File: config.mk
export PLATFORM = sky130hd
export DESIGN_NAME = pfm_top
export DESIGN_NICKNAME = d
export VERILOG_FILES = /design/src/pfm_pkg.sv /design/src/pfm_edge_if.sv /design/src/pfm_edge_det.sv /design/src/pfm_top.sv
export SDC_FILE = /design/constraint.sdc
export NUM_CORES = 1
export LEC_CHECK = 0
export BUFFER_PORTS_ARGS = -buffer_cell sky130_fd_sc_hd__buf_2
export CORE_ASPECT_RATIO = 0.75
export CORE_MARGIN = 3
export CORE_UTILIZATION = 43
export CTS_CLUSTER_SIZE = 30
export DETAILED_ROUTE_END_ITERATION = 6
export GPL_ROUTABILITY_DRIVEN = 0
export GPL_TIMING_DRIVEN = 1
export PLACE_DENSITY = 0.77
export SETUP_SLACK_MARGIN = 0.15
export SLEW_MARGIN = 20
export SYNTH_ARGS = -nofsm -noshare
export SYNTH_HDL_FRONTEND = slang
export SYNTH_SLANG_ARGS = --single-unit
File: constraint.sdc
create_clock -name clk -period 1.7 [get_ports clk]
set_clock_uncertainty 0.05 [all_clocks]
set_input_delay 0.17 -clock clk [delete_from_list [all_inputs] [get_ports clk]]
set_output_delay 0.17 -clock clk [all_outputs]
set_load 0.01 [all_outputs]
File: src/pfm_pkg.sv
// Package of selection codes, port widths and reset values for the pin multiplexer
`default_nettype none
package pfm_pkg;
    // Pin function selection codes
    typedef enum logic [1:0] {
        PFM_SEL_PRI = 2'h0,
        PFM_SEL_SEC = 2'h1,
        PFM_SEL_TER = 2'h2
    } pfm_sel_t;
    localparam int PFM_P2_W = 3;
    localparam int PFM_P4_W = 4;
    localparam int PFM_P8_W = 8;
    localparam int PFM_P9_W = 3;
    localparam logic [1:0] PFM_SEL_RST = 2'h0;
    localparam logic [7:0] PFM_BYTE_ZERO = 8'h00;
    // Bit positions of the serial channel pins within ports 4 and 8, and of the clock outputs on port 2
    localparam int PFM_SIN_BIT = 0;
    localparam int PFM_SCK_BIT = 1;
    localparam int PFM_SOUT_BIT = 2;
    localparam int PFM_S1_SIN8 = 4;
    localparam int PFM_S1_SCK8 = 5;
    localparam int PFM_S1_SOUT8 = 6;
    localparam int PFM_SDA_BIT = 0;
    localparam int PFM_SCL_BIT = 1;
    localparam int PFM_RXD_BIT = 6;
    localparam int PFM_TXD_BIT = 7;
    localparam int PFM_LOW_SPEED_CLOCK_OUT_BIT = 0;
    localparam int PFM_HSCLK_BIT = 1;
endpackage
`default_nettype wire

File: src/pfm_edge_if.sv
// Interface carrying the interrupt inputs and their detected events
`default_nettype none
interface pfm_edge_if;
    logic nmi_level;
    logic [7:0] exi_level;
    logic [7:0] exi_enable;
    logic [7:0] exi_rising;
    logic [7:0] exi_falling;
    logic nmi_event;
    logic [7:0] exi_event;
    modport detector (
        input nmi_level, exi_level, exi_enable, exi_rising, exi_falling,
        output nmi_event, exi_event
    );
    modport owner (
        output nmi_level, exi_level, exi_enable, exi_rising, exi_falling,
        input nmi_event, exi_event
    );
endinterface
`default_nettype wire

File: src/pfm_edge_det.sv
// Edge detector for the non-maskable and external interrupt inputs
`default_nettype none
module pfm_edge_det (
    input wire logic clk,
    input wire logic rst_b,
    pfm_edge_if.detector eif
);
    logic nmi_prev_r;
    logic [7:0] exi_prev_r;

    // Previous levels for edge comparison
    always_ff @(posedge clk or negedge rst_b) begin
        if (!rst_b) begin
            nmi_prev_r <= 1'h0;
            exi_prev_r <= pfm_pkg::PFM_BYTE_ZERO;
        end else begin
            nmi_prev_r <= eif.nmi_level;
            exi_prev_r <= eif.exi_level;
        end
    end

    // Either edge of the non-maskable input raises a request
    assign eif.nmi_event = eif.nmi_level ^ nmi_prev_r;

    // Per-bit enable and edge choice; both choices set means both edges
    genvar g;
    generate
        for (g = 0; g < pfm_pkg::PFM_P8_W; g++) begin : g_exi
            assign eif.exi_event[g] = eif.exi_enable[g] & (
                (eif.exi_rising[g] & eif.exi_level[g] & ~exi_prev_r[g]) |
                (eif.exi_falling[g] & ~eif.exi_level[g] & exi_prev_r[g]));
        end
    endgenerate
endmodule
`default_nettype wire

File: src/pfm_top.sv
// Port function multiplexer: routes port pins to port bits or peripheral signals
`default_nettype none
module pfm_top (
    input wire logic clk,
    input wire logic rst_b,
    input wire logic [5:0] p2_sel,
    input wire logic [7:0] p4_sel,
    input wire logic [15:0] p8_sel,
    input wire logic sel_load,
    input wire logic [2:0] p2_data,
    input wire logic [2:0] p2_led_en,
    input wire logic [3:0] p4_data,
    input wire logic [3:0] p4_dir,
    input wire logic [7:0] p8_data,
    input wire logic [7:0] p8_dir,
    input wire logic [2:0] p9_data,
    input wire logic [2:0] p9_dir,
    input wire logic low_speed_clock,
    input wire logic high_speed_clock,
    input wire logic serial0_dout,
    input wire logic serial0_sck_out,
    input wire logic serial0_sck_oe,
    input wire logic serial0_on_p8,
    input wire logic serial1_dout,
    input wire logic serial1_sck_out,
    input wire logic serial1_sck_oe,
    input wire logic i2c_sda_low,
    input wire logic i2c_scl_low,
    input wire logic uart_tx,
    input wire logic [7:0] exi_enable,
    input wire logic [7:0] exi_rising,
    input wire logic [7:0] exi_falling,
    input wire logic nmi_pin,
    input wire logic [3:0] p4_in,
    input wire logic [7:0] p8_in,
    input wire logic [2:0] p9_in,
    output logic [2:0] p2_out,
    output logic [2:0] p2_oe_b,
    output logic [3:0] p4_out,
    output logic [3:0] p4_oe_b,
    output logic [7:0] p8_out,
    output logic [7:0] p8_oe_b,
    output logic [2:0] p9_out,
    output logic [2:0] p9_oe_b,
    output logic [3:0] port4_read,
    output logic [7:0] port8_read,
    output logic [2:0] port9_read,
    output logic [3:0] analog_sel_in,
    output logic serial0_din,
    output logic serial0_sck_in,
    output logic serial1_din,
    output logic serial1_sck_in,
    output logic i2c_sda_in,
    output logic i2c_scl_in,
    output logic uart_rx,
    output logic nmi_req,
    output logic [7:0] exi_req
);
    logic [5:0] p2_sel_r;
    logic [7:0] p4_sel_r;
    logic [15:0] p8_sel_r;
    logic [3:0] p4_pri;
    logic [7:0] p8_pri;
    logic [2:0] p2_nxt;
    logic [2:0] p2_oe_nxt;
    logic [3:0] p4_nxt;
    logic [3:0] p4_oe_nxt;
    logic [7:0] p8_nxt;
    logic [7:0] p8_oe_nxt;

    // Two-bit selection code of one pin
    function automatic logic [1:0] sel_of(input logic [15:0] v, input int i);
        sel_of = v[2 * i +: 2];
    endfunction

    // Selection fields; pins start in their primary function
    always_ff @(posedge clk or negedge rst_b) begin
        if (!rst_b) begin
            p2_sel_r <= {3{pfm_pkg::PFM_SEL_RST}};
            p4_sel_r <= {4{pfm_pkg::PFM_SEL_RST}};
            p8_sel_r <= {8{pfm_pkg::PFM_SEL_RST}};
        end else if (sel_load) begin
            p2_sel_r <= p2_sel;
            p4_sel_r <= p4_sel;
            p8_sel_r <= p8_sel;
        end
    end

    // Primary flags gate port data; any other code removes the port bit
    genvar g;
    generate
        for (g = 0; g < pfm_pkg::PFM_P4_W; g++) begin : g_p4
            assign p4_pri[g] = sel_of({8'h00, p4_sel_r}, g) == pfm_pkg::PFM_SEL_PRI;
        end
        for (g = 0; g < pfm_pkg::PFM_P8_W; g++) begin : g_p8
            assign p8_pri[g] = sel_of(p8_sel_r, g) == pfm_pkg::PFM_SEL_PRI;
        end
    endgenerate

    // Output port 2: port or LED drive, except bits 0 and 1 carry clocks when secondary
    always_comb begin
        p2_nxt = p2_data;
        p2_oe_nxt = 3'h0;
        for (int i = 0; i < pfm_pkg::PFM_P2_W; i++) begin
            if (p2_led_en[i]) begin
                // LED sink mode: open drain, released when data is high
                p2_oe_nxt[i] = p2_data[i];
                p2_nxt[i] = 1'h0;
            end
        end
        if (sel_of({10'h000, p2_sel_r}, pfm_pkg::PFM_LOW_SPEED_CLOCK_OUT_BIT) == pfm_pkg::PFM_SEL_SEC) begin
            p2_nxt[pfm_pkg::PFM_LOW_SPEED_CLOCK_OUT_BIT] = low_speed_clock;
            p2_oe_nxt[pfm_pkg::PFM_LOW_SPEED_CLOCK_OUT_BIT] = 1'h0;
        end
        if (sel_of({10'h000, p2_sel_r}, pfm_pkg::PFM_HSCLK_BIT) == pfm_pkg::PFM_SEL_SEC) begin
            p2_nxt[pfm_pkg::PFM_HSCLK_BIT] = high_speed_clock;
            p2_oe_nxt[pfm_pkg::PFM_HSCLK_BIT] = 1'h0;
        end
    end

    // Port 4: primary is port bit, secondary is serial 1, tertiary is serial 0
    always_comb begin
        p4_nxt = p4_data;
        p4_oe_nxt = ~p4_dir;
        for (int i = 0; i < pfm_pkg::PFM_P4_W; i++) begin
            if (!p4_pri[i]) begin
                p4_nxt[i] = 1'h0;
                p4_oe_nxt[i] = 1'h1;
            end
        end
        if (sel_of({8'h00, p4_sel_r}, pfm_pkg::PFM_SCK_BIT) == pfm_pkg::PFM_SEL_SEC) begin
            p4_nxt[pfm_pkg::PFM_SCK_BIT] = serial1_sck_out;
            p4_oe_nxt[pfm_pkg::PFM_SCK_BIT] = ~serial1_sck_oe;
        end else if (sel_of({8'h00, p4_sel_r}, pfm_pkg::PFM_SCK_BIT) == pfm_pkg::PFM_SEL_TER
                     && !serial0_on_p8) begin
            p4_nxt[pfm_pkg::PFM_SCK_BIT] = serial0_sck_out;
            p4_oe_nxt[pfm_pkg::PFM_SCK_BIT] = ~serial0_sck_oe;
        end
        if (sel_of({8'h00, p4_sel_r}, pfm_pkg::PFM_SOUT_BIT) == pfm_pkg::PFM_SEL_SEC) begin
            p4_nxt[pfm_pkg::PFM_SOUT_BIT] = serial1_dout;
            p4_oe_nxt[pfm_pkg::PFM_SOUT_BIT] = 1'h0;
        end else if (sel_of({8'h00, p4_sel_r}, pfm_pkg::PFM_SOUT_BIT) == pfm_pkg::PFM_SEL_TER
                     && !serial0_on_p8) begin
            p4_nxt[pfm_pkg::PFM_SOUT_BIT] = serial0_dout;
            p4_oe_nxt[pfm_pkg::PFM_SOUT_BIT] = 1'h0;
        end
    end

    // Port 8: I2C and UART secondary, serial channels tertiary
    always_comb begin
        p8_nxt = p8_data;
        p8_oe_nxt = ~p8_dir;
        for (int i = 0; i < pfm_pkg::PFM_P8_W; i++) begin
            if (!p8_pri[i]) begin
                p8_nxt[i] = 1'h0;
                p8_oe_nxt[i] = 1'h1;
            end
        end
        if (sel_of(p8_sel_r, pfm_pkg::PFM_SDA_BIT) == pfm_pkg::PFM_SEL_SEC) begin
            p8_oe_nxt[pfm_pkg::PFM_SDA_BIT] = ~i2c_sda_low;
        end
        if (sel_of(p8_sel_r, pfm_pkg::PFM_SCL_BIT) == pfm_pkg::PFM_SEL_SEC) begin
            p8_oe_nxt[pfm_pkg::PFM_SCL_BIT] = ~i2c_scl_low;
        end else if (sel_of(p8_sel_r, pfm_pkg::PFM_SCL_BIT) == pfm_pkg::PFM_SEL_TER
                     && serial0_on_p8) begin
            p8_nxt[pfm_pkg::PFM_SCL_BIT] = serial0_sck_out;
            p8_oe_nxt[pfm_pkg::PFM_SCL_BIT] = ~serial0_sck_oe;
        end
        if (sel_of(p8_sel_r, pfm_pkg::PFM_SOUT_BIT) == pfm_pkg::PFM_SEL_TER && serial0_on_p8) begin
            p8_nxt[pfm_pkg::PFM_SOUT_BIT] = serial0_dout;
            p8_oe_nxt[pfm_pkg::PFM_SOUT_BIT] = 1'h0;
        end
        if (sel_of(p8_sel_r, pfm_pkg::PFM_S1_SCK8) == pfm_pkg::PFM_SEL_TER) begin
            p8_nxt[pfm_pkg::PFM_S1_SCK8] = serial1_sck_out;
            p8_oe_nxt[pfm_pkg::PFM_S1_SCK8] = ~serial1_sck_oe;
        end
        if (sel_of(p8_sel_r, pfm_pkg::PFM_S1_SOUT8) == pfm_pkg::PFM_SEL_TER) begin
            p8_nxt[pfm_pkg::PFM_S1_SOUT8] = serial1_dout;
            p8_oe_nxt[pfm_pkg::PFM_S1_SOUT8] = 1'h0;
        end
        if (sel_of(p8_sel_r, pfm_pkg::PFM_TXD_BIT) == pfm_pkg::PFM_SEL_SEC) begin
            p8_nxt[pfm_pkg::PFM_TXD_BIT] = uart_tx;
            p8_oe_nxt[pfm_pkg::PFM_TXD_BIT] = 1'h0;
        end
    end

    // Pin drivers are registered; reset releases every pin so nothing is driven
    // before software sets the ports up
    always_ff @(posedge clk or negedge rst_b) begin
        if (!rst_b) begin
            p2_out <= 3'h0;
            p2_oe_b <= 3'h7;
            p4_out <= 4'h0;
            p4_oe_b <= 4'hF;
            p8_out <= pfm_pkg::PFM_BYTE_ZERO;
            p8_oe_b <= 8'hFF;
            p9_out <= 3'h0;
            p9_oe_b <= 3'h7;
        end else begin
            p2_out <= p2_nxt;
            p2_oe_b <= p2_oe_nxt;
            p4_out <= p4_nxt;
            p4_oe_b <= p4_oe_nxt;
            p8_out <= p8_nxt;
            p8_oe_b <= p8_oe_nxt;
            p9_out <= p9_data;
            p9_oe_b <= ~p9_dir;
        end
    end

    // Pin levels stay readable whatever the selection
    assign port4_read = p4_in;
    assign port8_read = p8_in;
    assign port9_read = p9_in;
    // Analog channels only see their pin while it is primary
    assign analog_sel_in = p4_in & p4_pri;

    // Peripheral inputs see the pin only when routed there, else idle high
    always_comb begin
        serial0_din = 1'h1;
        serial0_sck_in = 1'h1;
        if (serial0_on_p8) begin
            if (sel_of(p8_sel_r, pfm_pkg::PFM_SIN_BIT) == pfm_pkg::PFM_SEL_TER)
                serial0_din = p8_in[pfm_pkg::PFM_SIN_BIT];
            if (sel_of(p8_sel_r, pfm_pkg::PFM_SCK_BIT) == pfm_pkg::PFM_SEL_TER)
                serial0_sck_in = p8_in[pfm_pkg::PFM_SCK_BIT];
        end else begin
            if (sel_of({8'h00, p4_sel_r}, pfm_pkg::PFM_SIN_BIT) == pfm_pkg::PFM_SEL_TER)
                serial0_din = p4_in[pfm_pkg::PFM_SIN_BIT];
            if (sel_of({8'h00, p4_sel_r}, pfm_pkg::PFM_SCK_BIT) == pfm_pkg::PFM_SEL_TER)
                serial0_sck_in = p4_in[pfm_pkg::PFM_SCK_BIT];
        end
    end

    always_comb begin
        serial1_din = 1'h1;
        serial1_sck_in = 1'h1;
        if (sel_of(p8_sel_r, pfm_pkg::PFM_S1_SIN8) == pfm_pkg::PFM_SEL_TER)
            serial1_din = p8_in[pfm_pkg::PFM_S1_SIN8];
        else if (sel_of({8'h00, p4_sel_r}, pfm_pkg::PFM_SIN_BIT) == pfm_pkg::PFM_SEL_SEC)
            serial1_din = p4_in[pfm_pkg::PFM_SIN_BIT];
        if (sel_of(p8_sel_r, pfm_pkg::PFM_S1_SCK8) == pfm_pkg::PFM_SEL_TER)
            serial1_sck_in = p8_in[pfm_pkg::PFM_S1_SCK8];
        else if (sel_of({8'h00, p4_sel_r}, pfm_pkg::PFM_SCK_BIT) == pfm_pkg::PFM_SEL_SEC)
            serial1_sck_in = p4_in[pfm_pkg::PFM_SCK_BIT];
    end

    assign i2c_sda_in = (sel_of(p8_sel_r, pfm_pkg::PFM_SDA_BIT) == pfm_pkg::PFM_SEL_SEC)
                        ? p8_in[pfm_pkg::PFM_SDA_BIT] : 1'h1;
    assign i2c_scl_in = (sel_of(p8_sel_r, pfm_pkg::PFM_SCL_BIT) == pfm_pkg::PFM_SEL_SEC)
                        ? p8_in[pfm_pkg::PFM_SCL_BIT] : 1'h1;
    assign uart_rx = (sel_of(p8_sel_r, pfm_pkg::PFM_RXD_BIT) == pfm_pkg::PFM_SEL_SEC)
                     ? p8_in[pfm_pkg::PFM_RXD_BIT] : 1'h1;

    // Interrupt edge detection on port 8; a pin given to another function
    // loses its interrupt, gated at the enable so no false edge appears
    pfm_edge_if eif ();
    assign eif.nmi_level = nmi_pin;
    assign eif.exi_level = p8_in;
    assign eif.exi_enable = exi_enable & p8_pri;
    assign eif.exi_rising = exi_rising;
    assign eif.exi_falling = exi_falling;
    pfm_edge_det u_edge (
        .clk(clk),
        .rst_b(rst_b),
        .eif(eif)
    );
    assign nmi_req = eif.nmi_event;
    assign exi_req = eif.exi_event;
endmodule
`default_nettype wire

==> flow_metrics.py <==
metrics = {
    "placement": {
        "place_ws_ns": 0.273,
        "dp.cells": 501,
        "io_buffers": 183,
        "postPlaceCellArea_sq_um": 4050,
        "dp_hpwl_um": 6120,
    },
    "floorplan": {
        "fp.dieArea_sq_um": 8260,
        "design.core.area_sq_um": 6900,
        "io-pin-count": 192,
        "die_x_um": 104,
        "initial_core_util_pct": 44.9,
        "die-height_um": 79.5,
        "rows": 26,
    },
    "sta": {
        "rsz0062_at_grt": "yes",
        "setup_viol": 0,
        "finalCritPeriodShare_pct": 98.7,
        "slew_headroom_pct": 78.3,
        "finalCriticalPeriod_ns": 1.68,
        "clock.fmax_mhz": 596,
        "setup_slack_ns": 0.0218,
        "hold_viol_final": 0,
        "tightest_slew_ns": 0.325,
        "fin_hold_ws_ns": 0.0133,
        "slew_viol_final": 0,
    },
    "setup_path": {
        "crit_chain": "nand3b_1 > a2111oi_4 > buf_2",
        "critPathLaunchType": "flip-flop",
        "slowest_delay_ns": 0.39,
        "required_ns": 1.48,
        "cp-end-kind": "output port",
        "critPathSlowestCell": "dfrtp_1",
        "worstPathMaxFanout": 2,
        "crit_type": "reg -> out",
        "arrival_ns": 1.46,
    },
    "cells_and_area": {
        "final_core_util_pct": 70.8,
        "area_delta_synth_final_pct": 57.8,
        "fin_nets": 582,
        "final_layout_size_suffix_gt1_share_pct": 58.4,
        "final-instance-count-excl-fill": 564,
        "num_antenna_cells": 0,
        "final_area_sq_um": 4880,
    },
    "route": {
        "drc": 0,
        "drt-total-wl_um": 9140,
        "drt_pass1_iterations": 4,
        "ant_nets": 0,
        "drtIter0Drc": 68,
        "dr_total_vias": 2697,
        "wire_per_inst_um": 16.2,
        "via_per_inst": 4.78,
    },
    "clock_network": {
        "cts_buffers": 9,
        "cts_root_buffer": "clkbuf_8",
        "cts_tree": "yes",
        "cts_buffer_depth": 2,
        "cts_max_level": 3,
        "path_clk_slew_ns": 0.07,
        "worstSkewPairLatency_ns": 0.34,
        "clock-sinks": 73,
    },
    "synth": {
        "synthTopCellsByArea": "dfrtp_1 (44%), dfstp_2 (15%), mux2_2 (11%)",
        "ys_async_sr_fraction_pct": 100,
        "synthXorXnorAreaFrac_pct": 0.283,
        "synthTopCellsByCount": "dfrtp_1 (55), mux2_2 (31), dfstp_2 (18)",
        "syn-num-nets": 356,
        "ys_seq_area_share_pct": 59.8,
        "synth_top_area_cell": "dfrtp_1",
        "synth.most_common_cell": "dfrtp_1",
        "synth_edf_count": 0,
        "yosysWarnings": 0,
        "synth_top_area_share_pct": 44.5,
        "synth_area_sq_um": 3090,
        "yosys.cell_types.count": 36,
        "synthMuxAreaShare_pct": 14.4,
        "avgSynthCellArea_sq_um": 13.2,
        "synthSimpleGateAreaFrac_pct": 15.0,
        "synth_top_family_by_area": "simple AND/OR/NAND/NOR gates",
        "synth_compound_area_share_pct": 4.77,
        "yosys_register_bits": 73,
        "ys.flop_type": "dfrtp_1",
        "synthAdderAreaFrac_pct": 0,
        "syn_inst": 235,
    },
    "power": {
        "pwr_density_cell_nw_per_um2": 905,
        "power.leakage_uw": 0.00243,
        "worst_ir_drop_vdd_uv": 623,
        "switching_power_uw": 1060,
        "internal-power_uw": 3360,
        "swShare_pct": 24.0,
        "power.share.clock_pct": 37.0,
        "seq_power_share_pct": 45.4,
        "combPwrFrac_pct": 17.6,
    },
    "grt": {
        "grt.total_usage_pct": 22.4,
        "antenna_found_initial": 0,
        "grt_max_degree": 38,
        "grt_pass1_vias": 2934,
        "grt_overflow_total": 0,
        "grt_pass1_wl_um": 14600,
    },
    "min_path": {
        "hp-class": "in -> reg",
    },
    "run_status": {
        "outcome": "finished clean",
    },
    "run": {
        "drv_cap": 0,
    },
}
-- final timing paths --
check | startpoint | end | slack, ns | cells past startpoint
hold / removal | p8_sel[3] | p8_sel_r[3] | 0.01 | 2
min in group asynchronous | rst_b | p2_out[0] | 0.16 | 2
hold reg to reg | p2_sel_r[3] | p2_sel_r[3] | 0.46 | 1
setup / recovery | u_edge.exi_prev_r[6] | exi_req[6] | 0.02 | 3
setup reg to reg | p4_sel_r[5] | p4_out[2] | 0.62 | 2
max in group asynchronous | rst_b | p4_oe_b[2] | 0.84 | 3
-- timing repair --
item                                    in CTS  in global routing
pin swaps                                    8                  3
hold endpoints to repair                    94                  5
setup buffers                                4                  0
endpoints found under the setup margin      10                 14
hold buffers                                38                  5
resized for setup                           14                 11
-- power by group through the flow --
stage / sequential, uW / combinational, uW / clock, uW
after floorplan: 2050 / 283 / 0
after global placement: 2020 / 622 / 0
after detailed placement: 2030 / 640 / 0
after CTS: 2000 / 748 / 1670
after global routing: 2030 / 847 / 1760
final: 2010 / 776 / 1640
-- placed cells by master (no fill, tap or decap), drive strengths merged, types with 3 or more instances in the layout --
cell,Yosys,final
mux2,32,32
a21oi,4,4
clkbuf,0,11
dfrtp,55,55
nor2,10,10
nor2b,3,3
and3b,6,6
dlygate4sd3,0,43
mux2i,8,8
dfstp,18,18
or2,3,3
buf,20,192
nand3b,12,12
nor3b,5,5
bufinv,0,3
and2,8,8
inv,9,9
nand2b,6,6
a2111oi,6,6
or3b,3,3
nand2,8,8
-- worst max-delay path, delay by kind of cell (launching register included) --
family,cells,cell delay (ns)
simple gates,1,0.22
flops,1,0.39
compound gates,1,0.33
buf+inv,1,0.19
-- final cells by class --
class,instances,area (sq um)
Clock inverter,5,103
Clock buffer,11,141
Sequential cell,73,1850
Tap cell,98,123
Inverter,9,33.8
Multi-Input combinational cell,133,1170
Timing Repair Buffer,235,1460
Fill cell,517,2010
-- registers in the layout (all words and copies together), names as in the netlist --
signal	count
p4_oe_b	4
p9_out	3
p8_sel_r	16
p2_oe_b	3
u_edge.exi_prev_r	8
p4_out	4
p8_out	8
p2_sel_r	4
p9_oe_b	3
p2_out	3
p4_sel_r	8
u_edge.nmi_prev_r	1
p8_oe_b	8
-- cells by family (layout without fill, tap and decap cells) --
kind of cell           after synthesis  in the layout
flip-flops                          73             73
XOR/XNOR                             1              1
AO/OA/AOI/OAI                       19             19
buffers and inverters               29            260
AND/OR/NAND/NOR                     73             73
multiplexers                        40             40
-- metrics by stage --
stage,power (uW),setup TNS [ns]
3_5_place_dp,2670,0
3_3_place_gp,2650,0
6_report,4420,0
5_1_grt,4630,-0.101
4_1_cts,4420,0
2_1_floorplan,2340,0
-- layer usage --
layer  up-vias  part of all wire (%)  track usage, %
met5         -                     0               0
met4         0                  0.80            5.84
met3         9                   9.1            8.97
met2       133                    53            41.1
met1      1293                    37            24.5
li1       1262                     -               -
(Power assumes the default switching activity.)
